[config.mk]
export PLATFORM = sky130hd
export DESIGN_NAME = pad_pins
export DESIGN_NICKNAME = d
export VERILOG_FILES = /design/src/core/pad_pkg.sv /design/src/core/req_sync.sv /design/src/core/shared_pin.sv /design/src/core/pad_pins.sv
export SDC_FILE = /design/constraint.sdc
export NUM_CORES = 1
export LEC_CHECK = 0
export BUFFER_PORTS_ARGS = -buffer_cell sky130_fd_sc_hd__buf_2
export CORE_MARGIN = 1
export CORE_UTILIZATION = 50
export CTS_CLUSTER_DIAMETER = 120
export DETAILED_ROUTE_END_ITERATION = 8
export GPL_TIMING_DRIVEN = 1
export PLACE_DENSITY = 0.82
export SETUP_SLACK_MARGIN = 0.5
export SLEW_MARGIN = 40
export SYNTH_ARGS = -nofsm -noshare
export SYNTH_HDL_FRONTEND = slang
export SYNTH_SLANG_ARGS = --single-unit
[constraint.sdc]
create_clock -name pclk -period 3.87 [get_ports pclk]
set_input_delay 0.387 -clock pclk [delete_from_list [all_inputs] [get_ports pclk]]
set_output_delay 0.387 -clock pclk [all_outputs]
set_load 0.01 [all_outputs]
[src/core/pad_pkg.sv]
package pad_pkg;
    // Register byte offsets
    localparam logic [7:0] CTRL_OFF      = 8'h00;
    localparam logic [7:0] PE_SEL_OFF    = 8'h04;
    localparam logic [7:0] PE_DDR_OFF    = 8'h08;
    localparam logic [7:0] PE_DOUT_OFF   = 8'h0c;
    localparam logic [7:0] PE_DIN_OFF    = 8'h10;
    localparam logic [7:0] PE_PUR_OFF    = 8'h14;
    localparam logic [7:0] SYS_PUDR_OFF  = 8'h18;
    localparam logic [7:0] IRQ_CFG_OFF   = 8'h1c;
    localparam logic [7:0] IRQ_STAT_OFF  = 8'h20;
    localparam logic [7:0] IRQ_MASK_OFF  = 8'h24;
    localparam logic [7:0] CAN_GPIO_PULLUP_ENABLE_BITS_OFF = 8'h28;
    // Field positions
    localparam int CTRL_CAN_PP     = 0;
    localparam int CTRL_LOWPOWER   = 1;
    localparam int PUDR_IRQ        = 0;
    localparam int CFG_EDGE_A      = 0;
    localparam int CFG_EDGE_B      = 1;
    localparam int STAT_REQ_A      = 0;
    localparam int STAT_REQ_B      = 1;
    // Widths and reset values
    localparam int NUM_SHARED      = 6;
    localparam logic [5:0] SEL_RST  = 6'h00;
    localparam logic [5:0] PUR_RST  = 6'h3f;
    localparam logic [1:0] CTRL_RST = 2'h0;
endpackage : pad_pkg

[src/core/req_sync.sv]
`timescale 1ns/1ps
// Two-stage synchroniser with an asynchronous path selected in low power
module req_sync (
    input  wire logic pclk,
    input  wire logic presetn,
    input  wire logic req_n,
    input  wire logic async_mode,
    output logic      req_level_n
);
    logic meta_r;
    logic sync_r;

    // First stage only feeds the second
    always_ff @(posedge pclk or negedge presetn) begin
        if (!presetn) begin
            meta_r <= 1'b1;
            sync_r <= 1'b1;
        end else begin
            meta_r <= req_n;
            sync_r <= meta_r;
        end
    end

    // Clockless path while stopped or waiting
    assign req_level_n = async_mode ? req_n : sync_r; // RL10 RL11
endmodule : req_sync

[src/core/shared_pin.sv]
`timescale 1ns/1ps
// One timer/port E shared pad slice
module shared_pin (
    input  wire logic sel_gpio,
    input  wire logic gpio_dir,
    input  wire logic gpio_dout,
    input  wire logic gpio_pur,
    input  wire logic tmr_out,
    input  wire logic tmr_oe,
    output logic      pad_out,
    output logic      pad_oe,
    output logic      pad_pu
);
    // Mux between timer and general-purpose I/O
    assign pad_out = sel_gpio ? gpio_dout : tmr_out; // RL14
    assign pad_oe  = sel_gpio ? gpio_dir  : tmr_oe;  // RL8
    // Pull-up only while the pad is not driven
    assign pad_pu  = gpio_pur & ~pad_oe; // RL9
endmodule : shared_pin

[src/core/pad_pins.sv]
// Design decisions made here: the register addresses and the APB register port.
`timescale 1ns/1ps
// What this block does
// RL1 - CAN transmit pin resets as open drain with pull-up enabled.
// RL2 - Open-drain pin driving low has its pull-up switched off.
// RL3 - Open-drain pin driving high keeps pull-up unless its enable is cleared.
// RL4 - Push-pull pin never has its pull-up enabled.
// RL5 - Two pins shared between timer C channels 0, 1 and port E.
// RL6 - Four pins shared between timer D channels 0 to 3 and port E.
// RL7 - Shared pins come out of reset in timer function.
// RL8 - In GPIO use each port E pin is input or output separately.
// RL9 - Clearing a port E pull-up enable bit turns that pull-up off.
// RL10 - In stop and wait the request inputs act without the clock; the request outputs and irq here still register on pclk.
// RL11 - Otherwise request inputs are synchronised before use.
// RL12 - Each request input is level or falling-edge sensitive.
// RL13 - Setting the system pull-up disable bit removes request pull-ups.
// RL14 - Per-pin select routes each shared pin to timer or GPIO.
module pad_pins #(
    parameter int N = pad_pkg::NUM_SHARED
) (
    input  wire logic         pclk,
    input  wire logic         presetn,
    input  wire logic         psel,
    input  wire logic         penable,
    input  wire logic         pwrite,
    input  wire logic [7:0]   paddr,
    input  wire logic [31:0]  pwdata,
    output logic      [31:0]  prdata,
    output logic              pready,
    output logic              pslverr,
    input  wire logic         can_tx_data,
    output logic              can_tx_out,
    output logic              can_tx_oe,
    output logic              can_tx_pu,
    input  wire logic [1:0]   timer_c_out,
    input  wire logic [1:0]   timer_c_oe,
    input  wire logic [3:0]   timer_d_out,
    input  wire logic [3:0]   timer_d_oe,
    output logic      [1:0]   timer_c_in,
    output logic      [3:0]   timer_d_in,
    input  wire logic [N-1:0] shared_in,
    output logic      [N-1:0] shared_out,
    output logic      [N-1:0] shared_oe,
    output logic      [N-1:0] shared_pu,
    input  wire logic         ext_request_a_pin_n,
    input  wire logic         ext_request_b_pin_n,
    output logic              ext_request_pu,
    output logic              ext_req_a_n,
    output logic              ext_req_b_n,
    output logic              irq
);
    logic [1:0]   ctrl_r;
    logic [N-1:0] sel_r;
    logic [N-1:0] ddr_r;
    logic [N-1:0] dout_r;
    logic [N-1:0] pur_r;
    logic [N-1:0] din_r;
    logic         pudr_irq_r;
    logic [1:0]   cfg_r;
    logic [1:0]   stat_r;
    logic [1:0]   mask_r;
    logic         can_gpio_pullup_enable_bits_r;
    logic [1:0]   prev_n_r;
    logic         req_a_n;
    logic         req_b_n;
    logic [N-1:0] mux_out;
    logic [N-1:0] mux_oe;
    logic [N-1:0] mux_pu;
    logic [N-1:0] tmr_out;
    logic [N-1:0] tmr_oe;
    logic [1:0]   req_n;
    logic [1:0]   event_set;
    logic         wr;
    logic         rd;
    logic         low_power;
    logic [31:0]  rdata_nxt;
    logic         mapped;

    assign wr        = psel & penable & pwrite;
    assign rd        = psel & ~penable & ~pwrite;
    assign low_power = ctrl_r[pad_pkg::CTRL_LOWPOWER];
    assign tmr_out   = N'({timer_d_out, timer_c_out}); // RL5 RL6
    assign tmr_oe    = N'({timer_d_oe, timer_c_oe});

    // Control and configuration registers
    always_ff @(posedge pclk or negedge presetn) begin
        if (!presetn) begin
            ctrl_r      <= pad_pkg::CTRL_RST; // RL1
            sel_r       <= N'(pad_pkg::SEL_RST); // RL7
            ddr_r       <= '0;
            dout_r      <= '0;
            pur_r       <= N'(pad_pkg::PUR_RST);
            pudr_irq_r  <= 1'b0;
            cfg_r       <= 2'h0;
            mask_r      <= 2'h0;
            can_gpio_pullup_enable_bits_r <= 1'b1; // RL1
        end else if (wr) begin
            unique case (paddr)
                pad_pkg::CTRL_OFF:      ctrl_r <= pwdata[1:0];
                pad_pkg::PE_SEL_OFF:    sel_r  <= pwdata[N-1:0]; // RL14
                pad_pkg::PE_DDR_OFF:    ddr_r  <= pwdata[N-1:0]; // RL8
                pad_pkg::PE_DOUT_OFF:   dout_r <= pwdata[N-1:0];
                pad_pkg::PE_PUR_OFF:    pur_r  <= pwdata[N-1:0]; // RL9
                pad_pkg::SYS_PUDR_OFF:
                    pudr_irq_r <= pwdata[pad_pkg::PUDR_IRQ]; // RL13
                pad_pkg::IRQ_CFG_OFF:   cfg_r  <= pwdata[1:0]; // RL12
                pad_pkg::IRQ_MASK_OFF:  mask_r <= pwdata[1:0];
                pad_pkg::CAN_GPIO_PULLUP_ENABLE_BITS_OFF: can_gpio_pullup_enable_bits_r <= pwdata[0];
                default: ;
            endcase
        end
    end

    // Shared pad slices, one per timer channel
    for (genvar i = 0; i < N; i++) begin : g_pin
        shared_pin u_pin (
            .sel_gpio  (sel_r[i]),
            .gpio_dir  (ddr_r[i]),
            .gpio_dout (dout_r[i]),
            .gpio_pur  (pur_r[i]),
            .tmr_out   (tmr_out[i]),
            .tmr_oe    (tmr_oe[i]),
            .pad_out   (mux_out[i]),
            .pad_oe    (mux_oe[i]),
            .pad_pu    (mux_pu[i])
        );
    end

    // Registered pad drive and input capture
    always_ff @(posedge pclk or negedge presetn) begin
        if (!presetn) begin
            shared_out <= '0;
            shared_oe  <= '0;
            shared_pu  <= N'(pad_pkg::PUR_RST);
            din_r      <= '0;
            timer_c_in <= 2'h0;
            timer_d_in <= 4'h0;
        end else begin
            shared_out <= mux_out;
            shared_oe  <= mux_oe;
            shared_pu  <= mux_pu; // RL9
            din_r      <= shared_in;
            // Timer sees its pin only while its select bit is clear
            timer_c_in <= shared_in[1:0] & ~sel_r[1:0]; // RL5
            timer_d_in <= shared_in[5:2] & ~sel_r[5:2]; // RL6
        end
    end

    // CAN transmit pad; open drain never drives high
    always_ff @(posedge pclk or negedge presetn) begin
        if (!presetn) begin
            can_tx_out <= 1'b0;
            can_tx_oe  <= 1'b0;
            can_tx_pu  <= 1'b1; // RL1
        end else if (ctrl_r[pad_pkg::CTRL_CAN_PP]) begin
            can_tx_out <= can_tx_data;
            can_tx_oe  <= 1'b1;
            can_tx_pu  <= 1'b0; // RL4
        end else begin
            can_tx_out <= 1'b0;
            can_tx_oe  <= ~can_tx_data;
            // Low drive drops pull-up to save current
            can_tx_pu  <= can_tx_data & can_gpio_pullup_enable_bits_r; // RL2 RL3
        end
    end

    // Request input conditioning
    req_sync u_sync_a (
        .pclk        (pclk),
        .presetn     (presetn),
        .req_n       (ext_request_a_pin_n),
        .async_mode  (low_power),
        .req_level_n (req_a_n)
    );
    req_sync u_sync_b (
        .pclk        (pclk),
        .presetn     (presetn),
        .req_n       (ext_request_b_pin_n),
        .async_mode  (low_power),
        .req_level_n (req_b_n)
    );
    assign req_n = {req_b_n, req_a_n};

    // Falling edge or low level per input
    always_comb begin
        for (int k = 0; k < 2; k++) begin
            event_set[k] = cfg_r[k] ? (prev_n_r[k] & ~req_n[k])
                                    : ~req_n[k]; // RL12
        end
    end

    // Sticky status, write one to clear; set beats clear
    always_ff @(posedge pclk or negedge presetn) begin
        if (!presetn) begin
            stat_r   <= 2'h0;
            prev_n_r <= 2'h3;
        end else begin
            prev_n_r <= req_n;
            if (wr && paddr == pad_pkg::IRQ_STAT_OFF) begin
                stat_r <= (stat_r & ~pwdata[1:0]) | event_set;
            end else begin
                stat_r <= stat_r | event_set;
            end
        end
    end

    // Outputs to the interrupt controller
    always_ff @(posedge pclk or negedge presetn) begin
        if (!presetn) begin
            irq            <= 1'b0;
            ext_req_a_n    <= 1'b1;
            ext_req_b_n    <= 1'b1;
            ext_request_pu <= 1'b1;
        end else begin
            irq            <= |(stat_r & mask_r);
            ext_req_a_n    <= req_a_n;
            ext_req_b_n    <= req_b_n;
            ext_request_pu <= ~pudr_irq_r; // RL13
        end
    end

    // Read mux
    always_comb begin
        rdata_nxt = 32'h0000_0000;
        mapped    = 1'b1;
        unique case (paddr)
            pad_pkg::CTRL_OFF:      rdata_nxt[1:0]   = ctrl_r;
            pad_pkg::PE_SEL_OFF:    rdata_nxt[N-1:0] = sel_r;
            pad_pkg::PE_DDR_OFF:    rdata_nxt[N-1:0] = ddr_r;
            pad_pkg::PE_DOUT_OFF:   rdata_nxt[N-1:0] = dout_r;
            pad_pkg::PE_DIN_OFF:    rdata_nxt[N-1:0] = din_r;
            pad_pkg::PE_PUR_OFF:    rdata_nxt[N-1:0] = pur_r;
            pad_pkg::SYS_PUDR_OFF:  rdata_nxt[0]     = pudr_irq_r;
            pad_pkg::IRQ_CFG_OFF:   rdata_nxt[1:0]   = cfg_r;
            pad_pkg::IRQ_STAT_OFF:  rdata_nxt[1:0]   = stat_r;
            pad_pkg::IRQ_MASK_OFF:  rdata_nxt[1:0]   = mask_r;
            pad_pkg::CAN_GPIO_PULLUP_ENABLE_BITS_OFF: rdata_nxt[0]     = can_gpio_pullup_enable_bits_r;
            default:                mapped           = 1'b0;
        endcase
    end

    // Zero-wait APB answer, data latched in setup
    always_ff @(posedge pclk or negedge presetn) begin
        if (!presetn) begin
            prdata  <= 32'h0000_0000;
            pslverr <= 1'b0;
            pready  <= 1'b0;
        end else begin
            pready  <= psel & ~penable;
            pslverr <= psel & ~penable & ~mapped;
            if (rd) begin
                prdata <= rdata_nxt;
            end
        end
    end
endmodule : pad_pins

## Yosys cells after proc, flatten, opt, wreduce, memory -nomap -nowiden

Index checks and enable logic that the tools add are counted.

- Multiplexer cells: 24
- Reduce and logical (&&, ||, !) cells: 13
- Bitwise logic cells: 36
- Equal/unequal tests: 10

Operator list:

| kind | count |
|---|---|
| 8-bit by 5-bit == test with 1-bit output, second input constant | 4 |
| 8-bit by 6-bit == test with 1-bit output, second input constant | 3 |
| 1-bit two-way mux | 20 |
| 4-bit one-hot mux with 5 select lines | 1 |
| 2-bit AND reduction | 9 |
| 8-bit by 4-bit == test with 1-bit output, second input constant | 2 |
| 1-bit bitwise AND | 14 |
| 1-bit NOT | 13 |
| 1-bit one-hot mux with 11 select lines | 1 |
| 11-bit OR reduction | 1 |
| 1-bit one-hot mux with 9 select lines | 1 |
| 8-bit by 3-bit == test with 1-bit output, second input constant | 1 |
| 8-bit zero test | 1 |
| 2-bit bitwise AND | 3 |
| 4-bit bitwise AND | 1 |
| 2-bit NOT | 2 |
| 4-bit NOT | 1 |
| 2-bit bitwise OR | 2 |
| 2-bit two-way mux | 1 |
| 2-bit OR reduction | 1 |
| 1-bit logical AND | 1 |

- Input port bits: 66
- Output and inout port bits: 65
- Logic and storage cells: 114
- Register bits: 85

## Logic depth before layout (Yosys ltp)

Gate-level depths: netlist of run 1.

- Depth in word-level cells: 6
- Mapped depth: 6
- Depth with buffers taken out: 4

## By module

From an unflattened synthesis of run 1, not the netlist that was laid out.

- Cells, all modules: 289
- Area, all modules: 3732.3 um^2

By module, submodules not included:

| module | area each (um^2) | sequential area each (um^2) | times used | cells an instance |
|---|---|---|---|---|
| pad_pins | 3379.5 | 1998.2 | 1 | 259 |
| shared_pin | 36.3 | 0.0 | 6 | 4 |
| req_sync | 67.6 | 52.6 | 2 | 3 |

## Worst setup path before layout of run 1

No wires, ideal clock.

- Kind: in2reg
- Start: in paddr[1]
- End: reg prdata[4]
- Required time: 3.805 ns
- Stages on the path: 5
- Path buffers: 1
- Path slack: 2.135 ns
- Arrival time: 1.670 ns
- Library setup time: 0.065 ns
- Path through: or4_1 > buf_2 > or3_1 > o221ai_1 > o21a_1

- Word-level cells in the longest chain between the ends: 2
- Elaborated cells on any way between the ends: 6
- Classes of those cells: eq/ne: 5; mux: 1

RTL lines:

| item | RTL line | text |
|---|---|---|
| start, declared | pad_pins.sv:26 | `input wire logic [7:0] paddr,` |
| 8-bit by 5-bit == test with 1-bit output, or another cell as far along | pad_pins.sv:226 | `unique case (paddr)` |
| 4-bit one-hot mux with 5 select lines (*) | pad_pins.sv:226 |  |
| end signal, assigned | pad_pins.sv:252 | `prdata <= rdata_nxt;` |
| end, declared | pad_pins.sv:28 | `output logic [31:0] prdata,` |

Mark *: on every way between the ends. The rest lies on a longest branch, timed or not.
A chain may end at the register's enable or synchronous reset.

## Final worst setup path of run 1

- Start: in paddr[4]
- End: reg pur_r[1]

- Word-level cells in the longest chain between the ends: 2

RTL lines:

| item | RTL line | text |
|---|---|---|
| 8-bit by 5-bit == test with 1-bit output | pad_pins.sv:98 | `unique case (paddr)` |
| 2-bit AND reduction (no source line) | -- |  |
| end signal, assigned | pad_pins.sv:92 | `pur_r <= N'(pad_pkg::PUR_RST);` |
| end signal, assigned | pad_pins.sv:103 | `pad_pkg::PE_PUR_OFF: pur_r <= pwdata[N-1:0];` |
| end, declared | pad_pins.sv:56 | `logic [N-1:0] pur_r;` |

Every way passes these cells.

==> summary.txt, run 1 <==
Die
  • IO Pins: about 130
  • Die ar.: 7660 sq um
  • Initial Utilization: between 50% and 60%
  • FP Rows: 30
  • Die width: ~87 um
  • Core ar.: 6940 sq um
  • DIE HEIGHT: ~87 um

STA
  • Final setup TNS: 0 ns
  • Slew Viols, Final: 0
  • Final Critical Period: approximately 1.7 ns
  • Final Hold Violating Endpoints: 0
  • Crit share post-route: roughly 45%
  • Worst setup margin: approximately 2.1 ns
  • RSZ-0062 raised after global routing: false
  • Clock Skews: ~0.006 ns
  • Final setup vio count: 0
  • Fmax: 580 MHz
  • Worst-margin pin slew: around 0.76 ns
  • Slew margin rel.: between 40% and 50%

Job
  • Max-Cap Viols: 0

Yosys
  • YS warnings: 0
  • Post-Syn Area per Cell: about 13 sq um
  • Unique masters post-synth: 43
  • Compound-Gate Fraction of Synth Area: between 6 and 7%
  • Synth top area share: between 40% and 50%
  • Ys flop type: dfrtp_1
  • Number of enable flip-flop cells after synthesis: 0
  • Leading area contributor after synthesis: dfrtp_1
  • Post-synth top cells: dfrtp_1 (62), mux2_2 (52), buf_4 (26), dfstp_2 (21), nor2_1 (16)
  • Largest family of logic cells by synthesized area: multiplexers
  • Synth Area in Adders: 0%
  • Top-count cell post-synth: dfrtp_1
  • Top area cells in the synthesized netlist: dfrtp_1 (42%), mux2_2 (16%), dfstp_2 (15%), buf_4 (5.3%), nor2b_1 (1.7%)
  • Post-Synth Simple-Gate Area: 10.6%
  • #FFs+latches synth: 83
  • Syn Std Cell Area: ~3700 sq um
  • Post-synthesis mux area share: a little under a fifth
  • Synthesized instance count: between 200 and 300
  • Post-synth ARST share: 100%
  • Share of the yosys chip area belonging to registers: between 50% and 60%
  • Synth Area in XOR/XNOR: 0%

Critical path
  • Critical path arrival: between 2 and 2.5 ns
  • Reg2Reg Depth: 4
  • Worst flop-to-flop path endpoint: prdata[1]
  • CP max FO: 18
  • Reg-to-reg slack, setup: 2.31 ns
  • Crit Path Class: in -> reg
  • Startpoint types: input port
  • WP data required: about 4.2 ns
  • Worst r2r src: pur_r[1]
  • CP endpoint kind: flip-flop

Finish
  • Area growth from synthesis to layout: 16.4%
  • Diode count: 0
  • Number of fill cells: 581
  • Sequential cell area: around 2100 sq um
  • Final core utilization: between 60% and 70%
  • Multi-input gate area: between 1000 and 1500 sq um
  • Nets@finish: approximately 430
  • Layout cells sized above 1: 45.3%

Global routing
  • First-pass GRT wire length: between 10000 and 15000 um
  • Total GRT Usage: about a fifth
  • Pin count of the biggest net entering global routing: 84
  • Initial antenna violation count: 0
  • Congestion Overflow GR: 0
  • Vias in the first global route: 2390

Placed design
  • GP Congestion: 0.823
  • # port buffers: 78
  • Post-DP HPWL: about 5100 um
  • Dpl ws: around 1.8 ns

Clock tree
  • CTS tree: yes
  • Post-CTS Setup Bufs: 0
  • Cts hold-fix bufs: 0
  • Worst-path clk slew: 0.08 ns
  • Max Root-Sink Buffers: 2
  • Clock insertion delay at the later pin of the skew report: ~0.35 ns
  • Clock Tree Root: clkbuf_8
  • TritonCTS Buffers: 9
  • PostCTS Resize Cnt: 0
  • CTS sink cnt: 83
  • H-tree Lvls: 3

Power and ir drop
  • Power Dens Cells: 413 nW/um^2
  • Peak VDD IR: 0.259 mV
  • Static Leakage: roughly 2.0 nW

Routing
  • Drt initial violations: 153
  • Drt first pass iters: 4
  • Drc violations: 0
  • Vias per cell: ~5.1
  • Via count: 2413
  • Final wirelength: between 7000 and 8000 um
  • Detail Route Antenna Nets: 0
  • WL per Instance: approximately 15 um

Status
  • Status: finished, final reports clean

Min path
  • HP Class: in -> async
[stage by stage]
step / power [mW] / hold slack [ns] / instances / cell area [sq um]
detailed placement: 1.09 / 0.348 / 453 / 4030
CTS: 1.78 / 0.0805 / 469 / 4260
global placement: 1.08 / 0.348 / 453 / 4030
finish: 1.76 / 0.0684 / 469 / 4260
floorplan: 1.03 / 0.0914 / 315 / 3750
global route: 1.84 / 0.103 / 469 / 4260
[worst max-delay path, stage by stage]
cell     delay [ns]
buf_2          0.28
nor4b_1        0.40
and3_1         0.28
nand2_1        0.27
mux2_2         0.38
[how the worst max path moves through the flow]
stage,start,endpoint,slack (ns),depth (start not counted)
5_1_grt,paddr[4],pur_r[1],2.01,5
2_1_floorplan,paddr[1],prdata[4],2.13,5
3_3_place_gp,paddr[2],sel_r[5],1.90,4
4_1_cts,paddr[2],sel_r[0],2.19,4
3_5_place_dp,paddr[2],sel_r[5],1.81,4
6_report,paddr[4],pur_r[1],2.14,5
[power breakdown]
group          switching (mW)  internal [mW]  total, mW
clock network           0.306          0.380      0.686
logic                  0.0929         0.0602      0.153
registers              0.0142          0.903      0.917
total                   0.413           1.34       1.76
[state kept, by name (all words and copies together) (netlist names), 4 cells and up]
| name | count |
|---|---|
| din_r | 6 |
| shared_oe | 6 |
| dout_r | 6 |
| shared_pu | 6 |
| ddr_r | 6 |
| timer_d_in | 4 |
| prdata | 6 |
| sel_r | 6 |
| shared_out | 6 |
| pur_r | 6 |
[logic make-up (layout without fill, tap and decap cells)]
logic type             count (synthesis)  count (layout)
DFF                                   83              83
and+or+nand+nor                       71              71
other                                  1              26
AOI/OAI and AO/OA                     30              30
buffers and inverters                 47             105
muxes                                 58              58
[cells in the final DEF, fill, tap and decap left out, types with 3 or more instances in the layout]
cell type  count
mux2_2        52
and2_1         3
nor2b_1       10
clkbuf_8      10
nand3_1        3
nand2b_1       4
nand2_1       12
conb_1        26
inv_1         11
a31oi_1        4
mux2i_1        5
dfstp_2       21
o2bb2ai_1      3
a22oi_1        3
nor2_1        16
a21oi_1        3
nand3b_1       8
and3_1         3
dfrtp_1       62
buf_2         77
or3_1          3
[metal layers]
| layer | wire (um) | GRT usage (%) | vias to the layer above |
|---|---|---|---|
| met3 | 483 | 7.87 | 16 |
| li1 | - | - | 1123 |
| met5 | 0 | 0 | - |
| met1 | 2870 | 26.3 | 1178 |
| met4 | 155 | 9.69 | 0 |
| met2 | 3680 | 32.5 | 96 |
[layout make-up]
cell class	instances	area share [%]
flip-flops and latches	83	49.4
repair buffers	78	9.32
clock buffers	10	3.23
multi-input cells	185	32.1
inverters	11	0.970
well taps	96	2.82
clock inverters	6	2.09
No activity file was read; power rests on OpenSTA's default activity.
==> run 2: changes to the inputs <==
==> constraint.sdc (replaced) <==
create_clock -name pclk -period 1.7 [get_ports pclk]
set_input_delay 0.17 -clock pclk [delete_from_list [all_inputs] [get_ports pclk]]
set_output_delay 0.17 -clock pclk [all_outputs]
set_load 0.01 [all_outputs]
==> run 2 against run 1 <==
Flip-flop and latch count is the same. Sequential power increased by 130%. Highest routed layer unchanged. Register-to-register slack got worse by 2.0 ns. Cell area up 7.9%. Non-clock buffer count increased by 22.
==> summary.txt, run 2 (synthesized netlist as in run 1, its figures left out) <==
Finish
  • Layout cells sized above 1: 50.6% (+5.3 points)
  • Most common cell after layout, fill and taps aside: buf_2
  • Diode count: 0 (unchanged)
  • Finished Layout Cells: 491 (+4.7%)
  • Most frequent cells in the layout: buf_2 (74), dfrtp_1 (61), mux2_2 (48), conb_1 (26), dfstp_2 (21)
  • Nets@finish: 456 (+5.1%)
  • Area growth from synthesis to layout: 25.7%
  • Final core utilization: 66.1% (+4.9 points)

STA
  • Final Critical Period: 1.39 ns
  • Final Hold Violating Endpoints: 0 (unchanged)
  • Crit share post-route: about 80%
  • Final setup TNS: 0 ns (unchanged)
  • Slew Viols, Final: 0 (unchanged)
  • RSZ-0062 raised after global routing: true
  • Worst setup margin: 0.306 ns (-1.84 ns)
  • Clock Skews: 0.00655 ns (+0.000427 ns)
  • Fmax: ~700 MHz
  • Final setup vio count: 0 (unchanged)

Global routing
  • Pin count of the biggest net entering global routing: 52 (-38%)
  • Vias in the first global route: 2514 (+5.2%)
  • First-pass GRT wire length: 12300 um (+3.8%)
  • Total GRT Usage: 21.8% (+0.78 points)
  • Initial antenna violation count: 0 (unchanged)
  • Congestion Overflow GR: 0 (unchanged)

Critical path
  • Crit Path Class: reg -> reg
  • CP max FO: 3 (-15)
  • WP data required: 1.95 ns (-2.21 ns)
  • Reg-to-reg slack, setup: 0.31 ns (-2.00 ns)
  • Critical path arrival: 1.64 ns (-0.37 ns)
  • CP endpoint kind: flip-flop
  • Startpoint types: flip-flop

Placed design
  • Post-DP HPWL: 5420 um (+7.2%)
  • GP Congestion: 0.832 (+1.1%)
  • # placed instances: 461 (+1.8%)
  • # port buffers: 78 (unchanged)
  • Dpl ws: 0.0644 ns (-1.75 ns)

Clock tree
  • CTS tree: yes
  • H-tree Lvls: 3 (unchanged)
  • Clock insertion delay at the later pin of the skew report: 0.35 ns (about the same)
  • Clock Tree Root: clkbuf_8
  • Worst-path clk slew: 0.08 ns (about the same)
  • TritonCTS Buffers: 9 (unchanged)
  • CTS sink cnt: 83 (unchanged)
  • Max Root-Sink Buffers: 2 (unchanged)

Power and ir drop
  • Cell internal pwr: 2.95 mW (+120%)
  • Total power: 3.90 mW (+120%)
  • Reg power frac: 53.5% (+1.3 points)
  • Switching share of total power: 24.4% (+0.88 points)
  • Power Dens Cells: 850 nW/um^2 (+110%)
  • Clock Power Share: 35.9% (-3.2 points)
  • Peak VDD IR: 0.630 mV (+140%)
  • Switch Pwr: 952 uW (+130%)
  • Combinational power share: 10.6% (+1.9 points)
  • Static Leakage: 2.17 nW (+8.0%)

Routing
  • Drc violations: 0 (unchanged)
  • Via count: 2501 (+3.6%)
  • Drt first pass iters: 4 (unchanged)
  • Detail Route Antenna Nets: 0 (unchanged)
  • WL per Instance: 15.4 um (+0.46%)
  • Final wirelength: 7560 um (+5.2%)
  • Drt initial violations: 169 (+10%)
  • Vias per cell: 5.09 (-1.0%)

Die
  • DIE HEIGHT: 87.5 um (unchanged)
  • Core ar.: 6940 sq um (unchanged)
  • IO Pins: 131 (unchanged)
  • FP Rows: 30 (unchanged)
  • Die width: 87.5 um (unchanged)
  • Initial Utilization: 52.6% (unchanged)
  • Die ar.: 7660 sq um (unchanged)

Min path
  • HP Class: in -> reg

Status
  • Status: finished, final reports clean

Job
  • Max-Cap Viols: 0 (unchanged)
run 2: changes by cell type in the layout (fill, tap and decap cells not counted), moves of 3 or more:
cell | before | now
buf_2 | 77 | 74
buf_4 | 0 | 11
dlygate4sd3_1 | 0 | 10
mux2_2 | 52 | 48
mux2_4 | 0 | 4
nand2_1 | 12 | 6
nand2_4 | 0 | 3
run 2: stage by stage:
step                instance area, sq um  hold slack, ns
global placement                    4220        -0.00733
global route                        4590          0.0293
floorplan                           3900          -0.126
detailed placement                  4220        0.000710
finish                              4590          0.0396
CTS                                 4560          0.0265
run 2: cell type report:
class | instances | area (sq um)
multi-input combinational | 185 | 1500
timing repair buffer | 100 | 627
fill | 529 | 2350
clock buffer | 10 | 138
tap | 96 | 120
inverter | 11 | 41.3
sequential | 83 | 2100
clock inverter | 6 | 65.1
run 2: final timing paths:
path / startpoint / cells after the start / endpoint
setup / recovery: pur_r[1] / 4 / prdata[1]
max in group asynchronous: presetn / 3 / shared_pu[1]
hold reg to reg: u_sync_a.meta_r / 0 / u_sync_a.sync_r
setup reg to reg: pur_r[1] / 4 / prdata[1]
min in group asynchronous: presetn / 2 / shared_oe[4]
hold / removal: timer_d_out[0] / 2 / shared_out[2]
run 2: metal layers:
metal  share of wire, %  track usage (%)
met2                 49             35.8
met3                5.0             6.16
met4                1.5             7.60
met5                  0                0
met1                 44             27.8
run 2: worst max-delay path, cell delays in order, from the launching register on:
cell and delay [ns]:
dfstp_2 0.55, nand3b_1 0.09, a2111oi_2 0.30, a2111oi_0 0.10, a221oi_1 0.26
run 2: power groups by stage:
stage               sequential (mW)  clock (mW)  combinational (mW)
finish                         2.09        1.40               0.415
global route                   2.10        1.52               0.461
CTS                            2.09        1.44               0.411
detailed placement             2.13           0               0.388
global placement               2.12           0               0.378
floorplan                      2.15           0               0.218
run 2: what timing repair did:
item	in CTS	in global routing
hold buffers	10	0
setup buffers	3	1
endpoints found under the setup margin	5	13
endpoints found under the hold margin	72	0
pin swaps	3	2
resized for setup	2	6
